`src/shared/fde_pkg.sv`:
```
// fde_pkg: constants shared by the field-detect event select block
// assumes a 32-bit classic wishbone register bus with byte addresses
package fde_pkg;
   // ----------------------------------------------------------------
   // register byte offsets
   // ----------------------------------------------------------------
   localparam logic [7:0] FDE_ADR_CFG = 8'h00;
   localparam logic [7:0] FDE_ADR_STATUS = 8'h04;
   localparam logic [7:0] FDE_ADR_IRQ_STAT = 8'h08;
   localparam logic [7:0] FDE_ADR_IRQ_MASK = 8'h0c;
   localparam logic [7:0] FDE_ADR_MIRROR_BASE = 8'h10;
   localparam logic [7:0] FDE_ADR_FINAL_BLOCK = 8'h14;
   // ----------------------------------------------------------------
   // configuration field layout
   // ----------------------------------------------------------------
   localparam int FDE_CFG_DIR = 0;
   localparam int FDE_CFG_MIRROR = 1;
   localparam int FDE_CFG_ASEL_LO = 2;
   localparam int FDE_CFG_RSEL_LO = 4;
   localparam int FDE_CFG_PTHRU = 6;
   localparam logic [7:0] FDE_CFG_WMASK = 8'h7f;
   localparam logic [7:0] FDE_CFG_RST = 8'h01;
   localparam logic [7:0] FDE_MIRROR_BASE_RST = 8'h00;
   localparam logic [7:0] FDE_FINAL_BLOCK_RST = 8'h00;
   // ----------------------------------------------------------------
   // status and interrupt bits
   // ----------------------------------------------------------------
   localparam int FDE_ST_FD = 0;
   localparam int FDE_ST_FIELD = 1;
   localparam int FDE_IRQ_N = 3;
   localparam int FDE_IRQ_ASSERT = 0;
   localparam int FDE_IRQ_RELEASE = 1;
   localparam int FDE_IRQ_FIELD_ON = 2;
   // ----------------------------------------------------------------
   // select codes
   // ----------------------------------------------------------------
   typedef enum logic [1:0] {
      FDE_ASEL_FIELD_ON = 2'h0,
      FDE_ASEL_SOC = 2'h1,
      FDE_ASEL_SELECTED = 2'h2,
      FDE_ASEL_BUFFER = 2'h3
   } fde_asel_e;
   typedef enum logic [1:0] {
      FDE_RSEL_FIELD_OFF = 2'h0,
      FDE_RSEL_HALT = 2'h1,
      FDE_RSEL_LAST_PAGE = 2'h2,
      FDE_RSEL_BUFFER = 2'h3
   } fde_rsel_e;
endpackage : fde_pkg

```
`src/logic/fde_event_sel.sv`:
```
// fde_event_sel: turns engine event pulses into assert and release strobes
// assumes one-cycle event pulses synchronous to clk_i
`timescale 1ns/10ps
module fde_event_sel (
   input wire logic [1:0] asel_i,
   input wire logic [1:0] rsel_i,
   input wire logic dir_i,
   input wire logic pthru_i,
   input wire logic field_on_i,
   input wire logic field_off_i,
   input wire logic soc_i,
   input wire logic selected_i,
   input wire logic halt_i,
   input wire logic last_page_i,
   input wire logic reader_wr_done_i,
   input wire logic reader_rd_done_i,
   input wire logic host_rd_done_i,
   input wire logic host_wr_done_i,
   output logic assert_o,
   output logic release_o
);
   import fde_pkg::*;
   wire logic buf_ready = pthru_i & (dir_i ? reader_wr_done_i : reader_rd_done_i);
   wire logic buf_last = pthru_i & (dir_i ? host_rd_done_i : host_wr_done_i);
   always_comb begin
      case (fde_asel_e'(asel_i))
         FDE_ASEL_FIELD_ON: assert_o = field_on_i;
         FDE_ASEL_SOC: assert_o = soc_i;
         FDE_ASEL_SELECTED: assert_o = selected_i;
         FDE_ASEL_BUFFER: assert_o = buf_ready;
         default: assert_o = 1'b0;
      endcase
   end
   // field loss releases in every mode
   always_comb begin
      case (fde_rsel_e'(rsel_i))
         FDE_RSEL_FIELD_OFF: release_o = field_off_i;
         FDE_RSEL_HALT: release_o = field_off_i | halt_i;
         FDE_RSEL_LAST_PAGE: release_o = field_off_i | last_page_i;
         FDE_RSEL_BUFFER: release_o = field_off_i | ((asel_i == FDE_ASEL_BUFFER) & buf_last);
         default: release_o = field_off_i;
      endcase
   end
endmodule : fde_event_sel

```
`src/logic/fde_irq_status.sv`:
```
// fde_irq_status: sticky event bits, mask and one level interrupt
// assumes write-one-to-clear strobes from the register slave
`timescale 1ns/10ps
module fde_irq_status #(
   parameter int N = 3
) (
   input wire logic clk_i,
   input wire logic rst_i,
   input wire logic [N-1:0] set_i,
   input wire logic clr_we_i,
   input wire logic [N-1:0] clr_i,
   input wire logic [N-1:0] mask_i,
   output logic [N-1:0] status_o,
   output logic irq_o
);
   if (N < 1 || N > 8) begin : g_bad_n
      $error("fde_irq_status: N must be 1..8");
   end
   // ----------------------------------------------------------------
   // per-bit sticky flags, set beats clear
   // ----------------------------------------------------------------
   for (genvar b = 0; b < N; b++) begin : g_bit
      always_ff @(posedge clk_i) begin
         if (rst_i) begin
            status_o[b] <= 1'b0;
         end else if (set_i[b]) begin
            status_o[b] <= 1'b1;
         end else if (clr_we_i && clr_i[b]) begin
            status_o[b] <= 1'b0;
         end
      end
   end
   wire logic [N-1:0] next_status = set_i | (status_o & ~({N{clr_we_i}} & clr_i));
   always_ff @(posedge clk_i) begin
      if (rst_i) begin
         irq_o <= 1'b0;
      end else begin
         irq_o <= |(next_status & mask_i);
      end
   end
endmodule : fde_irq_status

```
`src/logic/fde_field_detect.sv`:
```
// fde_field_detect: field-detect output control with configuration registers
// assumes engine event pulses synchronous to clk_i; host side on wishbone,
// reader side through a simple write strobe and the cfg_o readback
//
// Implementation choices: register access over Wishbone and the placing of the registers.
`timescale 1ns/10ps
// Summary of operation
// - two-bit assert select field, reset zero, picks the pull-low event.
// - assert select 00 pulls output low when the rf field appears.
// - assert select 01 pulls low on first valid start of communication.
// - assert select 10 pulls low when the tag gets selected.
// - assert select 11, reader to host: pull low when buffer ready for host.
// - assert select 11, host to reader: pull low after reader read buffer.
// - release select 01 releases on field loss or halt.
// - release select 10 releases on field loss or final message page read.
// - both selects 11: release on field loss or last host buffer access.
// - release 11 with assert not 11 releases only on field loss.
// - pass-through enable maps buffer to end of sector zero; resets zero.
// - mirror enable mirrors buffer into user memory from configured base.
// - direction bit 1 reader to host, 0 host to reader; resets one.
module fde_field_detect (
   input wire logic clk_i,
   input wire logic rst_i,
   input wire logic wb_cyc_i,
   input wire logic wb_stb_i,
   input wire logic wb_we_i,
   input wire logic [7:0] wb_adr_i,
   input wire logic [3:0] wb_sel_i,
   input wire logic [31:0] wb_dat_i,
   output logic [31:0] wb_dat_o,
   output logic wb_ack_o,
   input wire logic reader_cfg_we_i,
   input wire logic [7:0] reader_cfg_wdata_i,
   output logic [7:0] cfg_o,
   input wire logic field_on_i,
   input wire logic field_off_i,
   input wire logic soc_i,
   input wire logic selected_i,
   input wire logic halt_i,
   input wire logic reader_page_read_i,
   input wire logic [7:0] reader_page_i,
   input wire logic reader_wr_done_i,
   input wire logic reader_rd_done_i,
   input wire logic host_rd_done_i,
   input wire logic host_wr_done_i,
   output logic field_detect_out_o,
   output logic field_detect_oe_o,
   output logic [7:0] mirror_base_o,
   output logic [7:0] final_message_block_o,
   output logic irq_o
);
   import fde_pkg::*;

   // ----------------------------------------------------------------
   // configuration fields
   // ----------------------------------------------------------------
   wire logic dir = cfg_o[FDE_CFG_DIR];
   wire logic mirror_enable = cfg_o[FDE_CFG_MIRROR];
   wire logic [1:0] detect_assert_select = cfg_o[FDE_CFG_ASEL_LO +: 2];
   wire logic [1:0] detect_release_select = cfg_o[FDE_CFG_RSEL_LO +: 2];
   wire logic passthru_enable = cfg_o[FDE_CFG_PTHRU];

   // ----------------------------------------------------------------
   // wishbone decode
   // ----------------------------------------------------------------
   // one wait state: ack registered, write lands on the ack edge
   wire logic wb_req = wb_cyc_i & wb_stb_i;
   wire logic wb_wr = wb_req & wb_we_i & wb_ack_o & wb_sel_i[0];
   wire logic sel_cfg = (wb_adr_i == FDE_ADR_CFG);
   wire logic sel_status = (wb_adr_i == FDE_ADR_STATUS);
   wire logic sel_irq_stat = (wb_adr_i == FDE_ADR_IRQ_STAT);
   wire logic sel_irq_mask = (wb_adr_i == FDE_ADR_IRQ_MASK);
   wire logic sel_mirror = (wb_adr_i == FDE_ADR_MIRROR_BASE);
   wire logic sel_final = (wb_adr_i == FDE_ADR_FINAL_BLOCK);
   wire logic host_cfg_we = wb_wr & sel_cfg;
   wire logic irq_clr_we = wb_wr & sel_irq_stat;

   logic field_present;
   logic [FDE_IRQ_N-1:0] irq_mask;
   logic [FDE_IRQ_N-1:0] irq_status;

   wire logic [7:0] status_word = {6'h00, field_present, field_detect_oe_o};
   wire logic [7:0] rd_byte = sel_cfg ? cfg_o :
      sel_status ? status_word :
      sel_irq_stat ? {5'h00, irq_status} :
      sel_irq_mask ? {5'h00, irq_mask} :
      sel_mirror ? mirror_base_o :
      sel_final ? final_message_block_o : 8'h00;

   always_ff @(posedge clk_i) begin
      if (rst_i) begin
         wb_ack_o <= 1'b0;
         wb_dat_o <= 32'h0000_0000;
      end else begin
         wb_ack_o <= wb_req & ~wb_ack_o;
         wb_dat_o <= {24'h00_0000, rd_byte};
      end
   end

   // ----------------------------------------------------------------
   // configuration register, shared by both sides
   // ----------------------------------------------------------------
   // a host write in the same cycle as a reader write wins; no arbitration
   wire logic [7:0] next_cfg = host_cfg_we ? (wb_dat_i[7:0] & FDE_CFG_WMASK) :
      reader_cfg_we_i ? (reader_cfg_wdata_i & FDE_CFG_WMASK) : cfg_o;

   always_ff @(posedge clk_i) begin
      if (rst_i) begin
         cfg_o <= FDE_CFG_RST;
      end else begin
         cfg_o <= next_cfg;
      end
   end

   always_ff @(posedge clk_i) begin
      if (rst_i) begin
         mirror_base_o <= FDE_MIRROR_BASE_RST;
         final_message_block_o <= FDE_FINAL_BLOCK_RST;
         irq_mask <= '0;
      end else begin
         if (wb_wr && sel_mirror) mirror_base_o <= wb_dat_i[7:0];
         if (wb_wr && sel_final) final_message_block_o <= wb_dat_i[7:0];
         if (wb_wr && sel_irq_mask) irq_mask <= wb_dat_i[FDE_IRQ_N-1:0];
      end
   end

   // ----------------------------------------------------------------
   // event selection
   // ----------------------------------------------------------------
   logic assert_evt;
   logic release_evt;
   wire logic last_page = reader_page_read_i & (reader_page_i == final_message_block_o);

   fde_event_sel u_sel (
      .asel_i(detect_assert_select),
      .rsel_i(detect_release_select),
      .dir_i(dir),
      .pthru_i(passthru_enable),
      .field_on_i(field_on_i),
      .field_off_i(field_off_i),
      .soc_i(soc_i),
      .selected_i(selected_i),
      .halt_i(halt_i),
      .last_page_i(last_page),
      .reader_wr_done_i(reader_wr_done_i),
      .reader_rd_done_i(reader_rd_done_i),
      .host_rd_done_i(host_rd_done_i),
      .host_wr_done_i(host_wr_done_i),
      .assert_o(assert_evt),
      .release_o(release_evt)
   );

   // ----------------------------------------------------------------
   // field-detect output
   // ----------------------------------------------------------------
   // open drain: the pin only ever drives low, so data stays zero
   // release beats a same-cycle assert, so a lost field never leaves it low
   wire logic fd_set = ~field_detect_oe_o & assert_evt & ~release_evt;
   wire logic fd_clr = field_detect_oe_o & release_evt;
   wire logic next_fd = fd_set | (field_detect_oe_o & ~release_evt);

   always_ff @(posedge clk_i) begin
      if (rst_i) begin
         field_detect_oe_o <= 1'b0;
         field_detect_out_o <= 1'b0;
         field_present <= 1'b0;
      end else begin
         field_detect_oe_o <= next_fd;
         field_detect_out_o <= 1'b0;
         if (field_on_i) field_present <= 1'b1;
         else if (field_off_i) field_present <= 1'b0;
      end
   end

   // ----------------------------------------------------------------
   // interrupts
   // ----------------------------------------------------------------
   wire logic [FDE_IRQ_N-1:0] irq_set = {field_on_i, fd_clr, fd_set};

   fde_irq_status #(
      .N(FDE_IRQ_N)
   ) u_irq (
      .clk_i(clk_i),
      .rst_i(rst_i),
      .set_i(irq_set),
      .clr_we_i(irq_clr_we),
      .clr_i(wb_dat_i[FDE_IRQ_N-1:0]),
      .mask_i(irq_mask),
      .status_o(irq_status),
      .irq_o(irq_o)
   );

   wire logic idle = ~field_detect_oe_o & ~release_evt;
endmodule : fde_field_detect

```
`config.mk`:
```
export PLATFORM = sky130hd
export DESIGN_NAME = fde_field_detect
export DESIGN_NICKNAME = d
export VERILOG_FILES = /design/src/shared/fde_pkg.sv /design/src/logic/fde_event_sel.sv /design/src/logic/fde_irq_status.sv /design/src/logic/fde_field_detect.sv
export SDC_FILE = /design/constraint.sdc
export NUM_CORES = 1
export LEC_CHECK = 0
export ABC_AREA = 1
export BUFFER_PORTS_ARGS = -buffer_cell sky130_fd_sc_hd__buf_2
export CAP_MARGIN = 20
export CELL_PAD_IN_SITES_DETAIL_PLACEMENT = 0
export CELL_PAD_IN_SITES_GLOBAL_PLACEMENT = 1
export CORE_ASPECT_RATIO = 1.2
export CORE_MARGIN = 2
export CORE_UTILIZATION = 31
export CTS_CLUSTER_DIAMETER = 30
export DETAILED_ROUTE_END_ITERATION = 12
export GPL_ROUTABILITY_DRIVEN = 0
export PLACE_DENSITY = 0.92
export SYNTH_ARGS = -nofsm -noshare
export SYNTH_HDL_FRONTEND = slang
export SYNTH_SLANG_ARGS = --single-unit
```
`constraint.sdc`:
```
create_clock -name clk_i -period 3.7 [get_ports clk_i]
set_input_delay 0.37 -clock clk_i [delete_from_list [all_inputs] [get_ports clk_i]]
set_output_delay 0.37 -clock clk_i [all_outputs]
set_load 0.1 [all_outputs]
```
Yosys cells after proc, flatten, opt, wreduce, memory -nomap -nowiden:

Index checks and enable logic that the tools add are counted.

* eq/ne operators: 12
* mux-type cells: 20
* bitwise gates (word level): 27
* reductions and logical operators: 15

Operators with widths (number)
* 2-to-1 mux 8 bit: 6
* equality test 8 x 4 -> 1 bit (second input constant): 2
* equality test 8 x 5 -> 1 bit (second input constant): 2
* AND 1 bit: 15
* 2-to-1 mux 7 bit: 2
* 2-to-1 mux 1 bit: 10
* nonzero test 2 bit: 5
* AND 3 bit: 3
* equality test 2 bit (second input constant): 4
* equality test 8 x 3 -> 1 bit (second input constant): 1
* equality test 8 bit: 1
* zero test 8 bit: 1
* one-hot mux 1 bit (4 select lines): 2
* logical AND 1 bit: 6
* equality test 2 x 1 -> 1 bit (second input constant): 2
* zero test 2 bit: 2
* bitwise OR 1 bit: 4
* NOT 1 bit: 3
* NOT 3 bit: 1
* bitwise OR 3 bit: 1
* OR reduction 3 bit: 1

* register bits after elaboration: 65
* input port bits: 76
* output and inout bits: 60
* logic and storage cells: 87

Depth between registers and ports, before layout:

Gate-level depths: netlist of run 1.

* depth in word-level cells: 11
* mapped depth: 11
* depth with buffers taken out: 11

By module:

A second synthesis of run 1 with hierarchy kept.

* cell total of the unflattened synthesis: 343
* area total of the unflattened synthesis: 2512.4 um^2

By module, submodules not included
* fde_field_detect: instances 1, cells an instance 291, area each 2229.6 um^2, sequential area each 740.7 um^2
* fde_irq_status: instances 1, cells an instance 26, area each 167.7 um^2, sequential area each 80.1 um^2
* fde_event_sel: instances 1, cells an instance 26, area each 115.1 um^2, sequential area each 0.0 um^2

Least setup slack after synthesis of run 1:

Ideal clock, no wire load.

* kind: register -> register
* from: reg wb_ack_o
* to: reg final_message_block_o[6]
* library setup time: 122 ps
* arrival time: 2073 ps
* data required time: 3578 ps
* setup slack: 1505 ps
* stages on the path, launching flop included: 7
* buffers on the path: 1
* clock period less this slack: 2195 ps
* path through: dfxtp_1 > nand3_2 > nor2_1 > nand3_2 > buf_2 > o21ai_0 > a21oi_1

* cells in the longest elaborated chain, start to end: 3

RTL lines
* start, declared: RTL line fde_field_detect.sv:31 `output logic wb_ack_o,`
* start signal, assigned: RTL line fde_field_detect.sv:95 `wb_ack_o <= wb_req & ~wb_ack_o;`
* AND 1 bit (2 in series): RTL line fde_field_detect.sv:68 `wire logic wb_wr = wb_req & wb_we_i & wb_ack_o & wb_sel_i[0];`
* logical AND 1 bit: RTL line fde_field_detect.sv:122 `if (wb_wr && sel_final) final_message_block_o <= wb_dat_i[7:0];`
* end signal, assigned: RTL line fde_field_detect.sv:122
* end, declared: RTL line fde_field_detect.sv:49 `output logic [7:0] final_message_block_o,`

No other way between the ends.
A chain may end at the register's enable or synchronous reset.

Worst setup path after layout of run 1:

* from: reg wb_ack_o
* to: reg final_message_block_o[0]

Same word-level chain as after synthesis.

==> impl_metrics.tcl, run 1 <==
set metrics [dict create \
    status "finished, final reports clean" \
    post_cts_resized 0 \
    track_usage_pct 14.9 \
    rsz0062_at_grt "no" \
    crit_type "flop to flop" \
    maxCapViolations 0 \
    start_kind "flop" \
    synth_edf_count 0 \
    synth_flop_cell "dfxtp_1" \
    post-cts-setup-buffers 0 \
    hold_buffers 0 \
    worstHoldPathCells 3 \
    worstMarginPinSlew_ns 0.838 \
    wl_per_cell_um 12.9 \
    die_w_um 82.4 \
    period_share_pct 47.9 \
    fp.dieH_um 98.1 \
    p_per_area_nw_per_um2 379 \
    syn_avg_cell_area_um2 7.33 \
    yosysSeqAreaShare_pct 35.9 \
    netlist.area_leader.share_pct 35.9 \
    rrSetupSlack_ns 1.93 \
    wl_met2_um 2900 \
    setup_tns_ns 0 \
    ys.warnings.count 0 \
    wl_met1_um 2650 \
    worstHoldStart "wb_dat_i[7]" \
    area_growth_pct 19.1 \
    ys_types 35 \
    finalSetupViolCount 0 \
    fin_area_um2 2730 \
    r2r_end "final_message_block_o[0]" \
    dr_wl_met3_um 466 \
    overflow 0 \
    cts_tree "done" \
    report.final.hold_viol_count 0 \
    antenna_found_initial 0 \
    grt_max_degree 30 \
    routed.top_layer "met4" \
    cp_max_fo 16 \
    synth_top_area_cell "dfxtp_1" \
    rr_worst_depth 5 \
    netlist_area_um2 2290 \
    grt_pass1_vias 1898 \
    drc_errors 0 \
    dieArea_um2 8080 \
    via_per_inst 4.55 \
    vias 2183 \
    path_clk_slew_ns 0.08 \
    synth_area_leaders "dfxtp_1 36%, buf_4 9.2%, nand2_1 8.7%" \
    fin_util_pct 37.9 \
    start_util_pct 31.8 \
    dr.first_iter.drc_count 136 \
    min_to "mirror_base_o[7]" \
    yosysMostFrequentCell "nand2_1" \
    nNetsFinal 465 \
    pin_count 136 \
    cts_sinks 41 \
    drive_gt1_share_pct 28.2 \
    h-tree-depth 2 \
    synth_cells 312 \
    core-area_um2 7190 \
    relSlewSlack_pct 44.1 \
    post_dp_cell_area_um2 2620 \
    drv_slew 0 \
    antenna_left 0 \
    async_flop_share_pct 0 \
    ir_drop_v 0.000156 \
    num_rows 34 \
    cp.arrival_ns 1.95 \
    leakagePower_nw 1.33 \
    grt_pass1_wl_um 9210 \
    cts_buffer_depth 2 \
    clock_skew_ns 0.0104 \
    worstSetupEndpointType "flop" \
    root_buffer "clkbuf_8" \
    hold_path.class "input port to flop" \
    dr.pass1.iters 4 \
    cts_made_buffers 5 \
    wl_um 6170 \
    ys_ff_latch 41 \
    clock.fmax_ghz 0.565 \
    hpwl_um 4900 \
    cp.required_ns 3.88 \
    yosys-top-cells-count "53 x nand2_1, 41 x dfxtp_1, 37 x a21oi_1" \
    clk_latency_ns 0.29 \
    portBuffers 81 \
    diodes 0 \
    reg2reg_from "wb_ack_o" \
    fin_crit_ns 1.77 \
]
[flip-flops by register name (all words and copies together), names as in the netlist, 3 cells and up]
register	cells
u_irq.status_o	3
wb_dat_o	8
mirror_base_o	8
irq_mask	3
cfg_o	7
final_message_block_o	8
[where the power goes]
part           leakage [nW]  total [W]  switching [W]  internal [W]
sequential            0.333   0.000458     0.00000815      0.000450
clock                0.0542   0.000320       0.000151      0.000169
combinational         0.941   0.000256       0.000214     0.0000419
total                  1.33    0.00103       0.000373      0.000660
[per-layer routing]
| layer | up-vias | track usage, % |
|---|---|---|
| met3 | 13 | 3.33 |
| met2 | 92 | 23.3 |
| met1 | 964 | 19.9 |
| met5 | - | 0 |
| li1 | 1114 | - |
| met4 | 0 | 5.51 |
[through the flow]
| step | instances | total power [W] | worst slack (ns) | hold WS [ns] |
|---|---|---|---|---|
| 5_1_grt | 480 | 0.00107 | 1.74 | 0.308 |
| 4_1_cts | 480 | 0.00104 | 1.89 | 0.309 |
| 2_1_floorplan | 337 | 0.000699 | 1.50 | 0.437 |
| 3_5_place_dp | 472 | 0.000724 | 1.70 | 0.457 |
| 6_report | 480 | 0.00103 | 1.93 | 0.312 |
| 3_3_place_gp | 472 | 0.000722 | 1.76 | 0.448 |
[cell usage in the layout (no fill, tap or decap), types with 2 or more instances in the layout]
master    instances
o21ai_1           4
inv_1            33
nor2_4            2
a21oi_2           2
xnor2_1           7
nand3_2           3
dfxtp_1          41
nor2_1           22
a21oi_1          37
nand2_2           2
inv_2             3
conb_1           26
o21ai_0          29
nor3_1            4
nor3_2            2
a31oi_1           2
buf_2            81
nand3_1          16
nand2_1          53
clkbuf_8          7
o21ai_2           2
[logic make-up (layout without fill, tap and decap cells)]
group | count (synthesis) | in the layout | synth area share [%]
DFF | 41 | 41 | 35.9
xor gates and xnor gates | 7 | 7 | 2.68
and+or+nand+nor | 110 | 110 | 24.2
other | 1 | 26 | 0.164
AOI/OAI and AO/OA | 80 | 80 | 18.8
buffers and inverters | 73 | 126 | 18.2
[layout make-up]
type                    count  area [um^2]
well taps                  90          113
inverters                  37          141
repair buffers             81          405
flip-flops and latches     41          821
clock buffers               7         96.3
multi-input cells         223         1140
clock inverters             1         5.00
fillers                   785         4460
[worst max-delay path by stage]
| stage | from | to | slack (ns) | depth (start not counted) |
|---|---|---|---|---|
| global placement | wb_adr_i[7] | mirror_base_o[0] | 1.76 | 8 |
| CTS | wb_ack_o | final_message_block_o[0] | 1.89 | 5 |
| global route | wb_ack_o | final_message_block_o[2] | 1.74 | 5 |
| detailed placement | wb_adr_i[7] | mirror_base_o[0] | 1.70 | 8 |
| floorplan | wb_ack_o | final_message_block_o[6] | 1.50 | 6 |
| finish | wb_ack_o | final_message_block_o[0] | 1.93 | 5 |
[worst max-delay path, stage by stage (launching register included)]
cell and delay [ns]:
dfxtp_1 0.37, nand3_2 0.12, nor2_1 0.45, nand3_2 0.38
o21ai_0 0.27, a21oi_1 0.06
Power figures use the tool's default switching activity.
==> inputs of run 2 (changes only) <==
--- a/config.mk
+++ b/config.mk
@@ -12,11 +12,11 @@
 export CELL_PAD_IN_SITES_GLOBAL_PLACEMENT = 1
 export CORE_ASPECT_RATIO = 1.2
 export CORE_MARGIN = 2
-export CORE_UTILIZATION = 31
+export CORE_UTILIZATION = 29
 export CTS_CLUSTER_DIAMETER = 30
 export DETAILED_ROUTE_END_ITERATION = 12
 export GPL_ROUTABILITY_DRIVEN = 0
-export PLACE_DENSITY = 0.92
+export PLACE_DENSITY = 0.88
 export SYNTH_ARGS = -nofsm -noshare
 export SYNTH_HDL_FRONTEND = slang
 export SYNTH_SLANG_ARGS = --single-unit
==> constraint.sdc (replaced) <==
create_clock -name clk_i -period 1.65 [get_ports clk_i]
set_input_delay 0.165 -clock clk_i [delete_from_list [all_inputs] [get_ports clk_i]]
set_output_delay 0.165 -clock clk_i [all_outputs]
set_load 0.1 [all_outputs]
==> run 2 against run 1 <==
  * Utilization shrank 1.4 points
  * Largest power group unchanged
  * Non-clock buffer count up 8
  * Setup slack got worse by 1.7 ns
  * Die area is 6.6% higher
  * Register-to-register slack worse by 1.7 ns
  * Critical path depth decreased by 3
==> impl_metrics.tcl, run 2 (same netlist as run 1, synthesis figures left out) <==
set metrics [dict create \
    post_dp_cell_area_um2 2710 \
    post_cts_resized 0 \
    dr.first_iter.drc_count 157 \
    nNetsFinal 473 \
    dr.pass1.iters 4 \
    dieArea_um2 8620 \
    rsz0062_at_grt "no" \
    holdWs_ns 0.0937 \
    grt_pass1_wl_um 9940 \
    p_int_w 0.00141 \
    die_w_um 85.1 \
    area_growth_pct 22.4 \
    rr_worst_depth 7 \
    hold_buffers 0 \
    cts_buffer_depth 2 \
    finalSetupViolCount 0 \
    wl_per_cell_um 12.9 \
    hold_path.class "input port to flop" \
    layout_common_cells "81 x buf_2, 53 x nand2_1, 37 x a21oi_1" \
    pin_count 136 \
    ir_drop_v 0.000417 \
    hpwl_um 5030 \
    cts_tree "done" \
    leakagePower_nw 1.37 \
    diodes 0 \
    cts_sinks 41 \
    design_power_total_w 0.00228 \
    h-tree-depth 2 \
    path_clk_slew_ns 0.09 \
    fin_crit_ns 1.44 \
    report.final.hold_viol_count 0 \
    drive_gt1_share_pct 33.2 \
    overflow 0 \
    switching_share_pct 38.4 \
    final_common_cell "buf_2" \
    cp.required_ns 1.48 \
    via_per_inst 4.50 \
    maxCapViolations 0 \
    clock.fmax_ghz 0.694 \
    fin_area_um2 2800 \
    cp.arrival_ns 1.28 \
    start_kind "flop" \
    core-area_um2 7660 \
    start_util_pct 29.8 \
    crit_type "flop to output pin" \
    root_buffer "clkbuf_8" \
    worstHoldPathCells 3 \
    drv_slew 0 \
    post-cts-setup-buffers 0 \
    worstSetupEndpointType "output pin" \
    antenna_found_initial 0 \
    antenna_left 0 \
    p_comb_share_pct 25.3 \
    cp_max_fo 4 \
    period_share_pct 87.3 \
    clkPwrFrac_pct 29.7 \
    wl_um 6310 \
    max_stage_delay_ns 0.42 \
    critical_path.cell_chain "buf_4, buf_2" \
    cp_slowest_cell "buf_2" \
    clk_latency_ns 0.31 \
    fp.dieH_um 101 \
    cts_made_buffers 5 \
    status "finished, final reports clean" \
    setup_tns_ns 0 \
    grt_max_degree 29 \
    portBuffers 81 \
    reg_top3 "final_message_block_o (8), mirror_base_o (8), wb_dat_o (8)" \
    num_rows 35 \
    track_usage_pct 14.6 \
    vias 2203 \
    drc_errors 0 \
    grt_pass1_vias 2058 \
    pwr-share-seq_pct 45.1 \
    power.switching_w 0.000876 \
    clock_skew_ns 0.0120 \
    p_per_area_nw_per_um2 815 \
]
## run 2: power groups by stage
stage,Sequential [W],Combinational [W],Clock [W]
detailed placement,0.00105,0.000576,0
global placement,0.00105,0.000574,0
CTS,0.00103,0.000577,0.000696
floorplan,0.00112,0.000452,0
global route,0.00103,0.000608,0.000741
finish,0.00103,0.000577,0.000677
## run 2: cell type report
| type | count | area (um^2) |
|---|---|---|
| Clock inverter | 3 | 22.5 |
| Clock buffer | 5 | 68.8 |
| Fill cell | 857 | 4860 |
| Inverter | 37 | 141 |
| Tap cell | 92 | 115 |
| Multi-Input combinational cell | 223 | 1150 |
| Timing Repair Buffer | 89 | 465 |
| Sequential cell | 41 | 840 |
## run 2: stage by stage
| stage | worst slack, ns | utilization, % | cells |
|---|---|---|---|
| global placement | 0.147 | 35.3 | 482 |
| floorplan | 0.0458 | - | 337 |
| CTS | 0.201 | 36.5 | 490 |
| detailed placement | 0.100 | 35.3 | 482 |
| global route | 0.0784 | 36.5 | 490 |
| finish | 0.209 | 36.5 | 490 |
## run 2: layer usage
metal	wire, um	part of all wire, %	up-vias	GRT usage [%]
li1	-	-	1135	-
met1	2730	43	994	17.3
met2	3190	51	66	26.1
met3	273	4.3	8	3.18
met4	106	1.7	0	4.64
met5	0	0	-	0
## run 2: final timing paths
kind	to	slack, ns	startpoint
worst max register to register	cfg_o[2]	0.21	wb_ack_o
worst min register to register	wb_ack_o	0.44	wb_ack_o
worst min-delay path	mirror_base_o[7]	0.09	wb_dat_i[7]
worst max-delay path	cfg_o[0]	0.21	cfg_o[0]
## run 2: critical path, delay by kind of cell, from the launching register on
| kind | cells | cell delay, ns |
|---|---|---|
| buffers and inverters | 2 | 0.58 |
| flip-flops | 1 | 0.40 |
